**src/rtl/irq_pkg.sv**
```systemverilog
package irq_pkg;
	// register addresses on the cpu special-function port
	localparam logic [15:0] REQ_FLAGS_ADDR = 16'hffe0;
	localparam logic [15:0] MASK_FLAGS_ADDR = 16'hffe4;
	localparam logic [15:0] EDGE_CFG_ADDR = 16'hffec;
	localparam logic [15:0] PSW_ADDR = 16'hff1e;
	// reset values
	localparam logic [7:0] REQ_FLAGS_RST = 8'h00;
	localparam logic [7:0] MASK_FLAGS_RST = 8'hff;
	localparam logic [7:0] EDGE_CFG_RST = 8'h00;
	localparam logic [7:0] PSW_RST = 8'h02;
	// bit positions of the four sources, shared by flag and mask registers
	localparam int LOWVOLT_BIT = 1;
	localparam int PIN_A_BIT = 2;
	localparam int PIN_B_BIT = 3;
	localparam int TIMER_BIT = 4;
	localparam logic [7:0] SRC_BITS = 8'h1e;
	// edge select fields
	localparam int PIN_A_EDGE_LO = 2;
	localparam int PIN_B_EDGE_LO = 4;
	localparam logic [7:0] EDGE_CFG_BITS = 8'h3c;
	// global accept bit inside the status word
	localparam int PSW_IE_BIT = 7;
	// edge selection codes
	localparam logic [1:0] EDGE_FALL = 2'h0;
	localparam logic [1:0] EDGE_RISE = 2'h1;
	localparam logic [1:0] EDGE_BAD = 2'h2;
	localparam logic [1:0] EDGE_BOTH = 2'h3;
	// vector entries
	localparam logic [15:0] VEC_LOWVOLT = 16'h0006;
	localparam logic [15:0] VEC_PIN_A = 16'h0008;
	localparam logic [15:0] VEC_PIN_B = 16'h000a;
	localparam logic [15:0] VEC_TIMER = 16'h000c;
	// acknowledge sequence states
	typedef enum logic [1:0] {
		ST_IDLE = 2'b00,
		ST_PUSH_PSW = 2'b01,
		ST_PUSH_PC = 2'b10,
		ST_VECTOR = 2'b11
	} ack_state_t;
endpackage

```
**src/rtl/pin_edge_detect.sv**
```systemverilog
`timescale 1ns/1ns
module pin_edge_detect (
	// clock and reset
	input wire logic clk_i,
	input wire logic nrst_i,
	// raw pin and edge select
	input wire logic pin_i,
	input wire logic [1:0] edge_sel_i,
	// one-cycle event
	output logic evt_o
);
	logic sync1_r, sync1_nxt; // first synchroniser stage
	logic sync2_r, sync2_nxt; // second synchroniser stage
	logic prev_r, prev_nxt; // previous settled level
	logic [2:0] primed_r, primed_nxt; // one bit per pipe stage that holds a real pin sample
	logic evt_r, evt_nxt; // registered event

	// next values: shift the pin in, compare settled levels
	always_comb begin
		sync1_nxt = pin_i;
		sync2_nxt = sync1_r;
		prev_nxt = sync2_r;
		primed_nxt = {primed_r[1:0], 1'b1};
		evt_nxt = 1'b0;
		if (primed_r[2]) begin // no edge until prev and sync2 both hold real samples
			case (edge_sel_i)
				irq_pkg::EDGE_FALL: evt_nxt = prev_r & ~sync2_r;
				irq_pkg::EDGE_RISE: evt_nxt = ~prev_r & sync2_r;
				irq_pkg::EDGE_BOTH: evt_nxt = prev_r ^ sync2_r;
				default: evt_nxt = 1'b0; // prohibited code detects nothing
			endcase
		end
	end

	// registers
	always_ff @(posedge clk_i or negedge nrst_i) begin
		if (!nrst_i) begin
			sync1_r <= 1'b0;
			sync2_r <= 1'b0;
			prev_r <= 1'b0;
			primed_r <= 3'h0;
			evt_r <= 1'b0;
		end else begin
			sync1_r <= sync1_nxt;
			sync2_r <= sync2_nxt;
			prev_r <= prev_nxt;
			primed_r <= primed_nxt;
			evt_r <= evt_nxt;
		end
	end

	assign evt_o = evt_r;
endmodule

```
**src/rtl/maskable_interrupt_control.sv**
```systemverilog
`timescale 1ns/1ns
// Overview of operation
// RL1 - flag set by request or write, cleared on ack
// RL2 - request flags at ffe0, reset 00
// RL3 - flags and masks writable by bit or byte
// RL4 - mask flags at ffe4, reset ff, spare ones
// RL5 - mask 0 enables, masked flags still record
// RL6 - two edge bits per pin, 10 prohibited
// RL7 - edge config at ffec, byte writes, reset 00
// RL8 - software writes zero to spare edge bits
// RL9 - software masks before changing edge config
// RL10 - pin toggled as output sets its flag
// RL11 - status word holds accept bit, reset 02
// RL12 - status word byte/bit access, accept on/off
// RL13 - ack needs flag, no mask, accept bit set
// RL14 - servicing starts 9 to 19 clocks later
// RL15 - highest priority first, others stay pending
// RL16 - pending request taken once conditions hold
// RL17 - push status word, pc, clear, vector
// RL18 - return instruction restores interrupted program
// RL19 - flag before last clock: ack after instruction
// RL20 - flag at last clock: ack one instruction later
// RL21 - flag or mask access holds requests pending
// RL22 - priority lowvolt, pin a, pin b, timer
// RL23 - vectors 0006, 0008, 000a, 000c
// RL24 - pins sampled, flag set per matching edge
// RL25 - hardware set beats coincident software write
module maskable_interrupt_control (
	// clock and reset
	input wire logic clk_i,
	input wire logic nrst_i,
	// special-function register port from the cpu
	input wire logic [15:0] sfr_addr_i,
	input wire logic sfr_rd_i,
	input wire logic sfr_wr_i,
	input wire logic sfr_bit_wr_i,
	input wire logic [2:0] sfr_bit_sel_i,
	input wire logic [7:0] sfr_wdata_i,
	output logic [7:0] sfr_rdata_o,
	// dedicated instructions from the cpu
	input wire logic accept_on_i,
	input wire logic accept_off_i,
	input wire logic return_from_irq_instr_i,
	input wire logic [7:0] psw_pop_i,
	// instruction timing from the cpu
	input wire logic instr_last_clk_i,
	// request sources
	input wire logic lowvolt_irq_i,
	input wire logic timer_match_irq_i,
	input wire logic pin_a_i,
	input wire logic pin_b_i,
	// acknowledge sequence towards the cpu
	output logic ack_busy_o,
	output logic push_psw_o,
	output logic push_pc_o,
	output logic [7:0] push_data_o,
	output logic vec_load_o,
	output logic [15:0] vector_o,
	// status towards the cpu
	output logic [7:0] prog_state_word_o,
	output logic irq_pending_o
);
	// stored registers
	logic [7:0] req_flags_r, req_flags_nxt; // request flags
	logic [7:0] mask_flags_r, mask_flags_nxt; // mask flags
	logic [7:0] ext_edge_cfg_r, ext_edge_cfg_nxt; // edge selects
	logic [7:0] psw_r, psw_nxt; // program status word
	logic [7:0] rdata_r, rdata_nxt; // read data
	// acknowledge sequencing
	irq_pkg::ack_state_t state_r, state_nxt;
	logic [3:0] src_r, src_nxt; // one-hot source being taken
	logic [7:0] psw_save_r, psw_save_nxt; // word before ack
	logic hold_r, hold_nxt; // flag or mask touched this instruction
	logic busy_r, busy_nxt;
	logic push_psw_r, push_psw_nxt;
	logic push_pc_r, push_pc_nxt;
	logic vec_load_r, vec_load_nxt;
	logic [15:0] vector_r, vector_nxt;
	logic pending_r, pending_nxt;
	// combinational helpers
	logic pin_a_evt; // pin a matching edge
	logic pin_b_evt; // pin b matching edge
	logic [7:0] hw_set; // hardware requests this cycle
	logic [7:0] ready; // acknowledgeable sources
	logic [3:0] pick; // one-hot winner
	logic touch_fm; // access to flags or masks now
	logic take; // acknowledge starts now

	// pin edge detectors with synchronisers
	// edge select fields come straight from the stored config
	pin_edge_detect u_pin_a ( // [RL24]
		.clk_i(clk_i),
		.nrst_i(nrst_i),
		.pin_i(pin_a_i),
		.edge_sel_i(ext_edge_cfg_r[irq_pkg::PIN_A_EDGE_LO +: 2]), // [RL6]
		.evt_o(pin_a_evt)
	);
	pin_edge_detect u_pin_b ( // [RL24]
		.clk_i(clk_i),
		.nrst_i(nrst_i),
		.pin_i(pin_b_i),
		.edge_sel_i(ext_edge_cfg_r[irq_pkg::PIN_B_EDGE_LO +: 2]), // [RL6]
		.evt_o(pin_b_evt)
	);

	// request selection and acknowledge decision
	always_comb begin
		hw_set = 8'h00;
		hw_set[irq_pkg::LOWVOLT_BIT] = lowvolt_irq_i;
		hw_set[irq_pkg::PIN_A_BIT] = pin_a_evt; // output-mode toggles count too [RL10]
		hw_set[irq_pkg::PIN_B_BIT] = pin_b_evt;
		hw_set[irq_pkg::TIMER_BIT] = timer_match_irq_i;
		// flag set and mask clear [RL13] [RL5]
		ready = req_flags_r & ~mask_flags_r & irq_pkg::SRC_BITS;
		// fixed priority winner [RL15] [RL22]
		pick = 4'h0;
		if (ready[irq_pkg::LOWVOLT_BIT]) begin
			pick = 4'h1;
		end else if (ready[irq_pkg::PIN_A_BIT]) begin
			pick = 4'h2;
		end else if (ready[irq_pkg::PIN_B_BIT]) begin
			pick = 4'h4;
		end else if (ready[irq_pkg::TIMER_BIT]) begin
			pick = 4'h8;
		end
		touch_fm = (sfr_rd_i | sfr_wr_i | sfr_bit_wr_i) &
			((sfr_addr_i == irq_pkg::REQ_FLAGS_ADDR) | (sfr_addr_i == irq_pkg::MASK_FLAGS_ADDR));
		// deciding on registered flags keeps the request inputs off this path
		// taken at the end of an instruction, using flags from before its last clock [RL19] [RL20]
		// never at the end of an instruction that touched flags or masks [RL21]
		take = (state_r == irq_pkg::ST_IDLE) & instr_last_clk_i & ~hold_r & ~touch_fm &
			psw_r[irq_pkg::PSW_IE_BIT] & (|pick); // [RL13] [RL16]
	end

	// request flags, masks and edge config
	always_comb begin
		req_flags_nxt = req_flags_r;
		mask_flags_nxt = mask_flags_r;
		ext_edge_cfg_nxt = ext_edge_cfg_r;
		if (sfr_wr_i) begin
			// whole-byte writes [RL3]
			case (sfr_addr_i)
				irq_pkg::REQ_FLAGS_ADDR: req_flags_nxt = sfr_wdata_i & irq_pkg::SRC_BITS; // [RL2]
				irq_pkg::MASK_FLAGS_ADDR: mask_flags_nxt = sfr_wdata_i | ~irq_pkg::SRC_BITS; // [RL4]
				irq_pkg::EDGE_CFG_ADDR: ext_edge_cfg_nxt = sfr_wdata_i & irq_pkg::EDGE_CFG_BITS; // [RL7] [RL8]
				default: ;
			endcase
		end else if (sfr_bit_wr_i && irq_pkg::SRC_BITS[sfr_bit_sel_i]) begin
			// single-bit writes; the edge config ignores them [RL3] [RL7]
			if (sfr_addr_i == irq_pkg::REQ_FLAGS_ADDR) begin
				req_flags_nxt[sfr_bit_sel_i] = sfr_wdata_i[0];
			end else if (sfr_addr_i == irq_pkg::MASK_FLAGS_ADDR) begin
				mask_flags_nxt[sfr_bit_sel_i] = sfr_wdata_i[0];
			end
		end
		// take never meets a flag or mask write here, since touch_fm blocks it
		// acknowledged flag clears [RL1] [RL17]
		if (take) begin
			req_flags_nxt[irq_pkg::LOWVOLT_BIT] = req_flags_nxt[irq_pkg::LOWVOLT_BIT] & ~pick[0];
			req_flags_nxt[irq_pkg::PIN_A_BIT] = req_flags_nxt[irq_pkg::PIN_A_BIT] & ~pick[1];
			req_flags_nxt[irq_pkg::PIN_B_BIT] = req_flags_nxt[irq_pkg::PIN_B_BIT] & ~pick[2];
			req_flags_nxt[irq_pkg::TIMER_BIT] = req_flags_nxt[irq_pkg::TIMER_BIT] & ~pick[3];
		end
		// a request landing on the ack cycle re-arms its flag and is not lost
		// hardware set wins over any clear, masked or not [RL1] [RL5] [RL25]
		req_flags_nxt = req_flags_nxt | hw_set;
	end

	// register update for flags, masks and edge config
	always_ff @(posedge clk_i or negedge nrst_i) begin
		if (!nrst_i) begin
			req_flags_r <= irq_pkg::REQ_FLAGS_RST; // [RL1] [RL2]
			mask_flags_r <= irq_pkg::MASK_FLAGS_RST; // [RL4]
			ext_edge_cfg_r <= irq_pkg::EDGE_CFG_RST; // [RL7]
		end else begin
			req_flags_r <= req_flags_nxt;
			mask_flags_r <= mask_flags_nxt;
			ext_edge_cfg_r <= ext_edge_cfg_nxt;
		end
	end

	// program status word and read port
	always_comb begin
		psw_nxt = psw_r;
		if (sfr_wr_i && sfr_addr_i == irq_pkg::PSW_ADDR) begin
			psw_nxt = sfr_wdata_i; // [RL12]
		end else if (sfr_bit_wr_i && sfr_addr_i == irq_pkg::PSW_ADDR) begin
			psw_nxt[sfr_bit_sel_i] = sfr_wdata_i[0]; // [RL12]
		end
		// dedicated instructions override a plain write to the same bit
		if (accept_on_i) begin
			psw_nxt[irq_pkg::PSW_IE_BIT] = 1'b1; // [RL12]
		end else if (accept_off_i) begin
			psw_nxt[irq_pkg::PSW_IE_BIT] = 1'b0; // [RL12]
		end
		// return restores the saved word [RL18]
		if (return_from_irq_instr_i) begin
			psw_nxt = psw_pop_i;
		end
		// acknowledge forbids further acceptance [RL17]
		if (take) begin
			psw_nxt[irq_pkg::PSW_IE_BIT] = 1'b0;
		end
		// read data holds between reads
		rdata_nxt = rdata_r;
		if (sfr_rd_i) begin
			case (sfr_addr_i)
				irq_pkg::REQ_FLAGS_ADDR: rdata_nxt = req_flags_r;
				irq_pkg::MASK_FLAGS_ADDR: rdata_nxt = mask_flags_r;
				irq_pkg::EDGE_CFG_ADDR: rdata_nxt = ext_edge_cfg_r;
				irq_pkg::PSW_ADDR: rdata_nxt = psw_r;
				default: rdata_nxt = 8'h00; // unmapped reads zero
			endcase
		end
	end

	// register update for status word and read data
	always_ff @(posedge clk_i or negedge nrst_i) begin
		if (!nrst_i) begin
			psw_r <= irq_pkg::PSW_RST; // [RL11]
			rdata_r <= 8'h00;
		end else begin
			psw_r <= psw_nxt;
			rdata_r <= rdata_nxt;
		end
	end

	// acknowledge sequence: push word, push pc, load vector
	always_comb begin
		state_nxt = state_r;
		src_nxt = src_r;
		psw_save_nxt = psw_save_r;
		// remember a flag or mask access until the instruction ends [RL21]
		// cleared at each instruction end, so the hold spans one instruction
		hold_nxt = instr_last_clk_i ? 1'b0 : (hold_r | touch_fm);
		case (state_r)
			irq_pkg::ST_IDLE: begin
				if (take) begin
					state_nxt = irq_pkg::ST_PUSH_PSW;
					src_nxt = pick;
					psw_save_nxt = psw_r; // word as it was before the ack
				end
			end
			irq_pkg::ST_PUSH_PSW: state_nxt = irq_pkg::ST_PUSH_PC; // [RL17]
			irq_pkg::ST_PUSH_PC: state_nxt = irq_pkg::ST_VECTOR; // [RL17]
			irq_pkg::ST_VECTOR: state_nxt = irq_pkg::ST_IDLE;
			default: state_nxt = irq_pkg::ST_IDLE;
		endcase
		// strobes decode the next state so they leave straight from flops
		busy_nxt = (state_nxt != irq_pkg::ST_IDLE);
		push_psw_nxt = (state_nxt == irq_pkg::ST_PUSH_PSW); // word first [RL17]
		push_pc_nxt = (state_nxt == irq_pkg::ST_PUSH_PC); // pc second [RL17]
		vec_load_nxt = (state_nxt == irq_pkg::ST_VECTOR); // [RL14]
		// vector entry per source [RL23]
		// settles with the first push and holds through the load
		case (src_nxt)
			4'h1: vector_nxt = irq_pkg::VEC_LOWVOLT;
			4'h2: vector_nxt = irq_pkg::VEC_PIN_A;
			4'h4: vector_nxt = irq_pkg::VEC_PIN_B;
			4'h8: vector_nxt = irq_pkg::VEC_TIMER;
			default: vector_nxt = 16'h0000;
		endcase
		// acknowledgeable regardless of accept bit, for standby release
		pending_nxt = |(req_flags_nxt & ~mask_flags_nxt & irq_pkg::SRC_BITS);
	end

	// register update for the acknowledge sequence
	always_ff @(posedge clk_i or negedge nrst_i) begin
		if (!nrst_i) begin
			state_r <= irq_pkg::ST_IDLE;
			src_r <= 4'h0;
			psw_save_r <= irq_pkg::PSW_RST;
			hold_r <= 1'b0;
			busy_r <= 1'b0;
			push_psw_r <= 1'b0;
			push_pc_r <= 1'b0;
			vec_load_r <= 1'b0;
			vector_r <= 16'h0000;
			pending_r <= 1'b0;
		end else begin
			state_r <= state_nxt;
			src_r <= src_nxt;
			psw_save_r <= psw_save_nxt;
			hold_r <= hold_nxt;
			busy_r <= busy_nxt;
			push_psw_r <= push_psw_nxt;
			push_pc_r <= push_pc_nxt;
			vec_load_r <= vec_load_nxt;
			vector_r <= vector_nxt;
			pending_r <= pending_nxt;
		end
	end

	// outputs straight from flops
	assign sfr_rdata_o = rdata_r;
	assign ack_busy_o = busy_r;
	assign push_psw_o = push_psw_r;
	assign push_pc_o = push_pc_r;
	assign push_data_o = psw_save_r;
	assign vec_load_o = vec_load_r;
	assign vector_o = vector_r;
	assign prog_state_word_o = psw_r;
	assign irq_pending_o = pending_r;
endmodule

```
**config.mk**
```make
export PLATFORM = sky130hd
export DESIGN_NAME = maskable_interrupt_control
export DESIGN_NICKNAME = d
export VERILOG_FILES = /design/src/rtl/irq_pkg.sv /design/src/rtl/pin_edge_detect.sv /design/src/rtl/maskable_interrupt_control.sv
export SDC_FILE = /design/constraint.sdc
export NUM_CORES = 1
export LEC_CHECK = 0
export BUFFER_PORTS_ARGS = -buffer_cell sky130_fd_sc_hd__buf_2
export CORE_UTILIZATION = 48
export CTS_CLUSTER_SIZE = 24
export DETAILED_ROUTE_END_ITERATION = 7
export PLACE_DENSITY_LB_ADDON = 0.1
export SYNTH_ARGS = -nofsm -noshare
export SYNTH_HDL_FRONTEND = slang
export SYNTH_SLANG_ARGS = --single-unit
```
**constraint.sdc**
```tcl
create_clock -name clk_i -period 2.2 [get_ports clk_i]
set_input_delay 0.22 -clock clk_i [delete_from_list [all_inputs] [get_ports clk_i]]
set_output_delay 0.22 -clock clk_i [all_outputs]
set_load 0.02 [all_outputs]
```
==> reports/metrics.cfg <==
[status]
run_status=finished, final reports clean

[grt]
antenna_found_initial=0
grt-ovfl-total=0
grt_pass1_vias=2900
grt_max_degree=71
track_usage=0.2501
grt_pass1_wl_mm=14.43

[drt]
drt-total-wl_mm=9.027
routedWlPerCell_um=16.26
drt_iter0_drc=179
vias=3068
drt_first_pass_iters=5
drc=0
ant_nets=0
viasPerCell=5.528

[pwr]
p_leak_uw=0.002162
vdd_drop_max_mv=0.4981
power_per_cell_area_nw_per_um2=751.4

[clock_network]
clkTransAtPathRegs_ns=0.08
cts_inserted_buffers=9
clk_path_buf_depth=2
htree_levels=3
cts-root-buf=clkbuf_8
clkSinkCount=70
clock_latency_ns=0.35
cts_tree=done
post_cts_buffers=0

[sta]
final.min_clock_period_ns=2.096
setup_viol=0
timing.hold.ws_ns=0.05465
slew_violations=0
timing.fmax_mhz=477.1
finalCritPeriodShare=0.9527
finalHoldViolCount=0
clock_skew_ns=0.01312
rsz0062_at_grt=false

[worst_hold_path]
hold_class=in -> reg

[synthesis]
syn-cell-area_um2=3679
synthFlopType=dfrtp_1
ys_ff_latch=70
ys_warn_count=0
synth-edff-count=0
yosysSeqAreaShare=0.4796
postSynthAreaPerCell_um2=10.66
syn_inst=345
async_reset_ff_frac=1.000
ys_types=62

[cells_and_area]
final_layout_size_suffix_gt1_frac=0.3487
layout_commonest_cell=buf_2
final_cell_mix=79 x buf_2, 60 x dfrtp_1, 25 x buf_4, 23 x nand2_1, 20 x nor2_1
post-route-util=0.6206
antennaDiodeCount=0
final_nets=507
syn2layout_area_growth_pct=23.67

[setup_path]
crit_slowest_cell=or4b_2
critPathRequiredTime_ns=2.41
slowest_delay_ns=0.66
crit_type=reg -> reg
r2r_slack_ns=0.10
arrival_ns=2.31
worstPathCellList=inv_1, ha_1, nand4b_1, or4b_2, a21oi_4, nor2_1, o21bai_1, o2111ai_1
cp_max_fo=4
crit_path_start_kind=flop
end_kind=flop

[placement]
gp_congestion=0.8591
numPortBuffers=79
place_hpwl_mm=6.629

[floorplanning]
rows=31
dieArea_um2=8017
core_area_um2=7331
die_y_um=89.54
io_pins=93
die_w_um=89.54
start_util=0.5018

[flow_run]
timing.max_cap.violations=0

metrics by stage:
stage | cells | setup slack [ns] | power (uW) | TNS (ns) | instance area, um^2
detailed placement | 537 | -0.01509 | 2558 | -0.01509 | 4350
global placement | 537 | 0.07497 | 2535 | 0 | 4350
floorplan | 357 | 0.1755 | 2209 | 0 | 3724
global route | 555 | 0.02726 | 3612 | 0 | 4549
CTS | 555 | 0.03595 | 3446 | 0 | 4538
finish | 555 | 0.1041 | 3418 | 0 | 4549
registers in the layout, summed over array words and instances (netlist names), 2 cells and up:
register           count
state_r                2
vector_o               3
req_flags_r            8
push_data_o            8
sfr_rdata_o            8
prog_state_word_o      8
ext_edge_cfg_r         4
u_pin_a.primed_r       3
mask_flags_r           8
src_r                  4
cell families after synthesis:
kind of cell | count (synthesis) | synth area share
and+or+nand+nor | 119 | 0.1973
adders and majority gates | 7 | 0.02381
buffers and inverters | 38 | 0.05476
DFF | 70 | 0.4796
xor gates and xnor gates | 3 | 0.007144
AOI/OAI and AO/OA | 78 | 0.1541
other | 2 | 0.002042
muxes | 28 | 0.08129
cell type report:
class                           instances  area (um^2)
Fill cell                             632         2781
Multi-Input combinational cell        249         1769
Clock inverter                          4        26.28
Inverter                               11        41.29
Tap cell                               99        123.9
Timing Repair Buffer                  111        693.2
Clock buffer                           11        131.4
Sequential cell                        70         1764
layer usage:
layer  part of all wire  wire (um)  global-route usage  vias to the layer above
li1                   -          -                   -                     1456
met1               0.47       4204              0.3331                     1467
met2               0.45       4058              0.3857                      128
met3              0.059        533             0.06187                       17
met4              0.026        231              0.1126                        0
met5                  0          0                   0                        -
power breakdown:
group / internal, uW / leakage (uW) / switching (uW)
registers: 1490 / 0.000852 / 101
logic: 399 / 0.00123 / 543
clock network: 401 / 0.0000792 / 484
total: 2290 / 0.00216 / 1130
critical path: cells and delay by family (launching register included):
family,cells,cell delay (ns)
AOI/OAI and AO/OA,3,0.41
adders and majority gates,1,0.18
buffers and inverters,1,0.10
DFF,1,0.40
and+or+nand+nor,3,0.86
synthesized netlist by cell type (2+ instances only):
| library cell | number | area [um^2] |
|---|---|---|
| a21o_1 | 5 | 37.54 |
| a21oi_1 | 11 | 55.05 |
| a221oi_1 | 2 | 17.52 |
| a222oi_1 | 5 | 50.05 |
| a22o_1 | 3 | 26.28 |
| a31oi_1 | 8 | 50.05 |
| and2_1 | 7 | 43.79 |
| buf_2 | 2 | 10.01 |
| buf_4 | 15 | 112.6 |
| clkbuf_1 | 9 | 33.78 |
| conb_1 | 2 | 7.510 |
| dfrtp_1 | 60 | 1501 |
| dfstp_2 | 10 | 262.8 |
| ha_1 | 7 | 87.58 |
| inv_1 | 10 | 37.54 |
| mux2_2 | 15 | 168.9 |
| mux2i_1 | 13 | 130.1 |
| nand2_1 | 23 | 86.33 |
| nand2b_1 | 18 | 112.6 |
| nand3_1 | 8 | 40.04 |
| nand4_1 | 3 | 18.77 |
| nand4b_1 | 2 | 17.52 |
| nand4bb_1 | 3 | 33.78 |
| nor2_1 | 20 | 75.07 |
| nor2b_1 | 5 | 31.28 |
| nor3_1 | 7 | 35.03 |
| nor3b_1 | 4 | 30.03 |
| nor4_4 | 2 | 42.54 |
| nor4bb_1 | 3 | 30.03 |
| o21ai_0 | 15 | 75.07 |
| o22ai_1 | 3 | 18.77 |
| o2bb2ai_1 | 4 | 35.03 |
| o311a_1 | 4 | 40.04 |
| o311ai_0 | 2 | 17.52 |
| o31ai_1 | 6 | 45.04 |
| xnor2_1 | 3 | 26.28 |
final timing paths:
check / startpoint / endpoint / cells after the start
setup reg to reg: state_r[0]$_DFF_PN0_ / irq_pending_o$_DFF_PN0_ / 8
min in group asynchronous: nrst_i / push_psw_o$_DFF_PN0_ / 3
setup / recovery: state_r[0]$_DFF_PN0_ / irq_pending_o$_DFF_PN0_ / 8
hold reg to reg: u_pin_a.primed_r[0]$_DFF_PN0_ / u_pin_a.primed_r[1]$_DFF_PN0_ / 0
hold / removal: instr_last_clk_i / hold_r$_DFF_PN0_ / 2
max in group asynchronous: nrst_i / mask_flags_r[5]$_DFFE_PN1P_ / 3
timing repair:
action	4_1_cts	5_1_grt
hold endpoints to repair	62	0
endpoints found under the setup margin	0	2
gates resized for setup	0	2
hold buffers	3	0
Note: power is estimated with default switching activity, not from simulation.
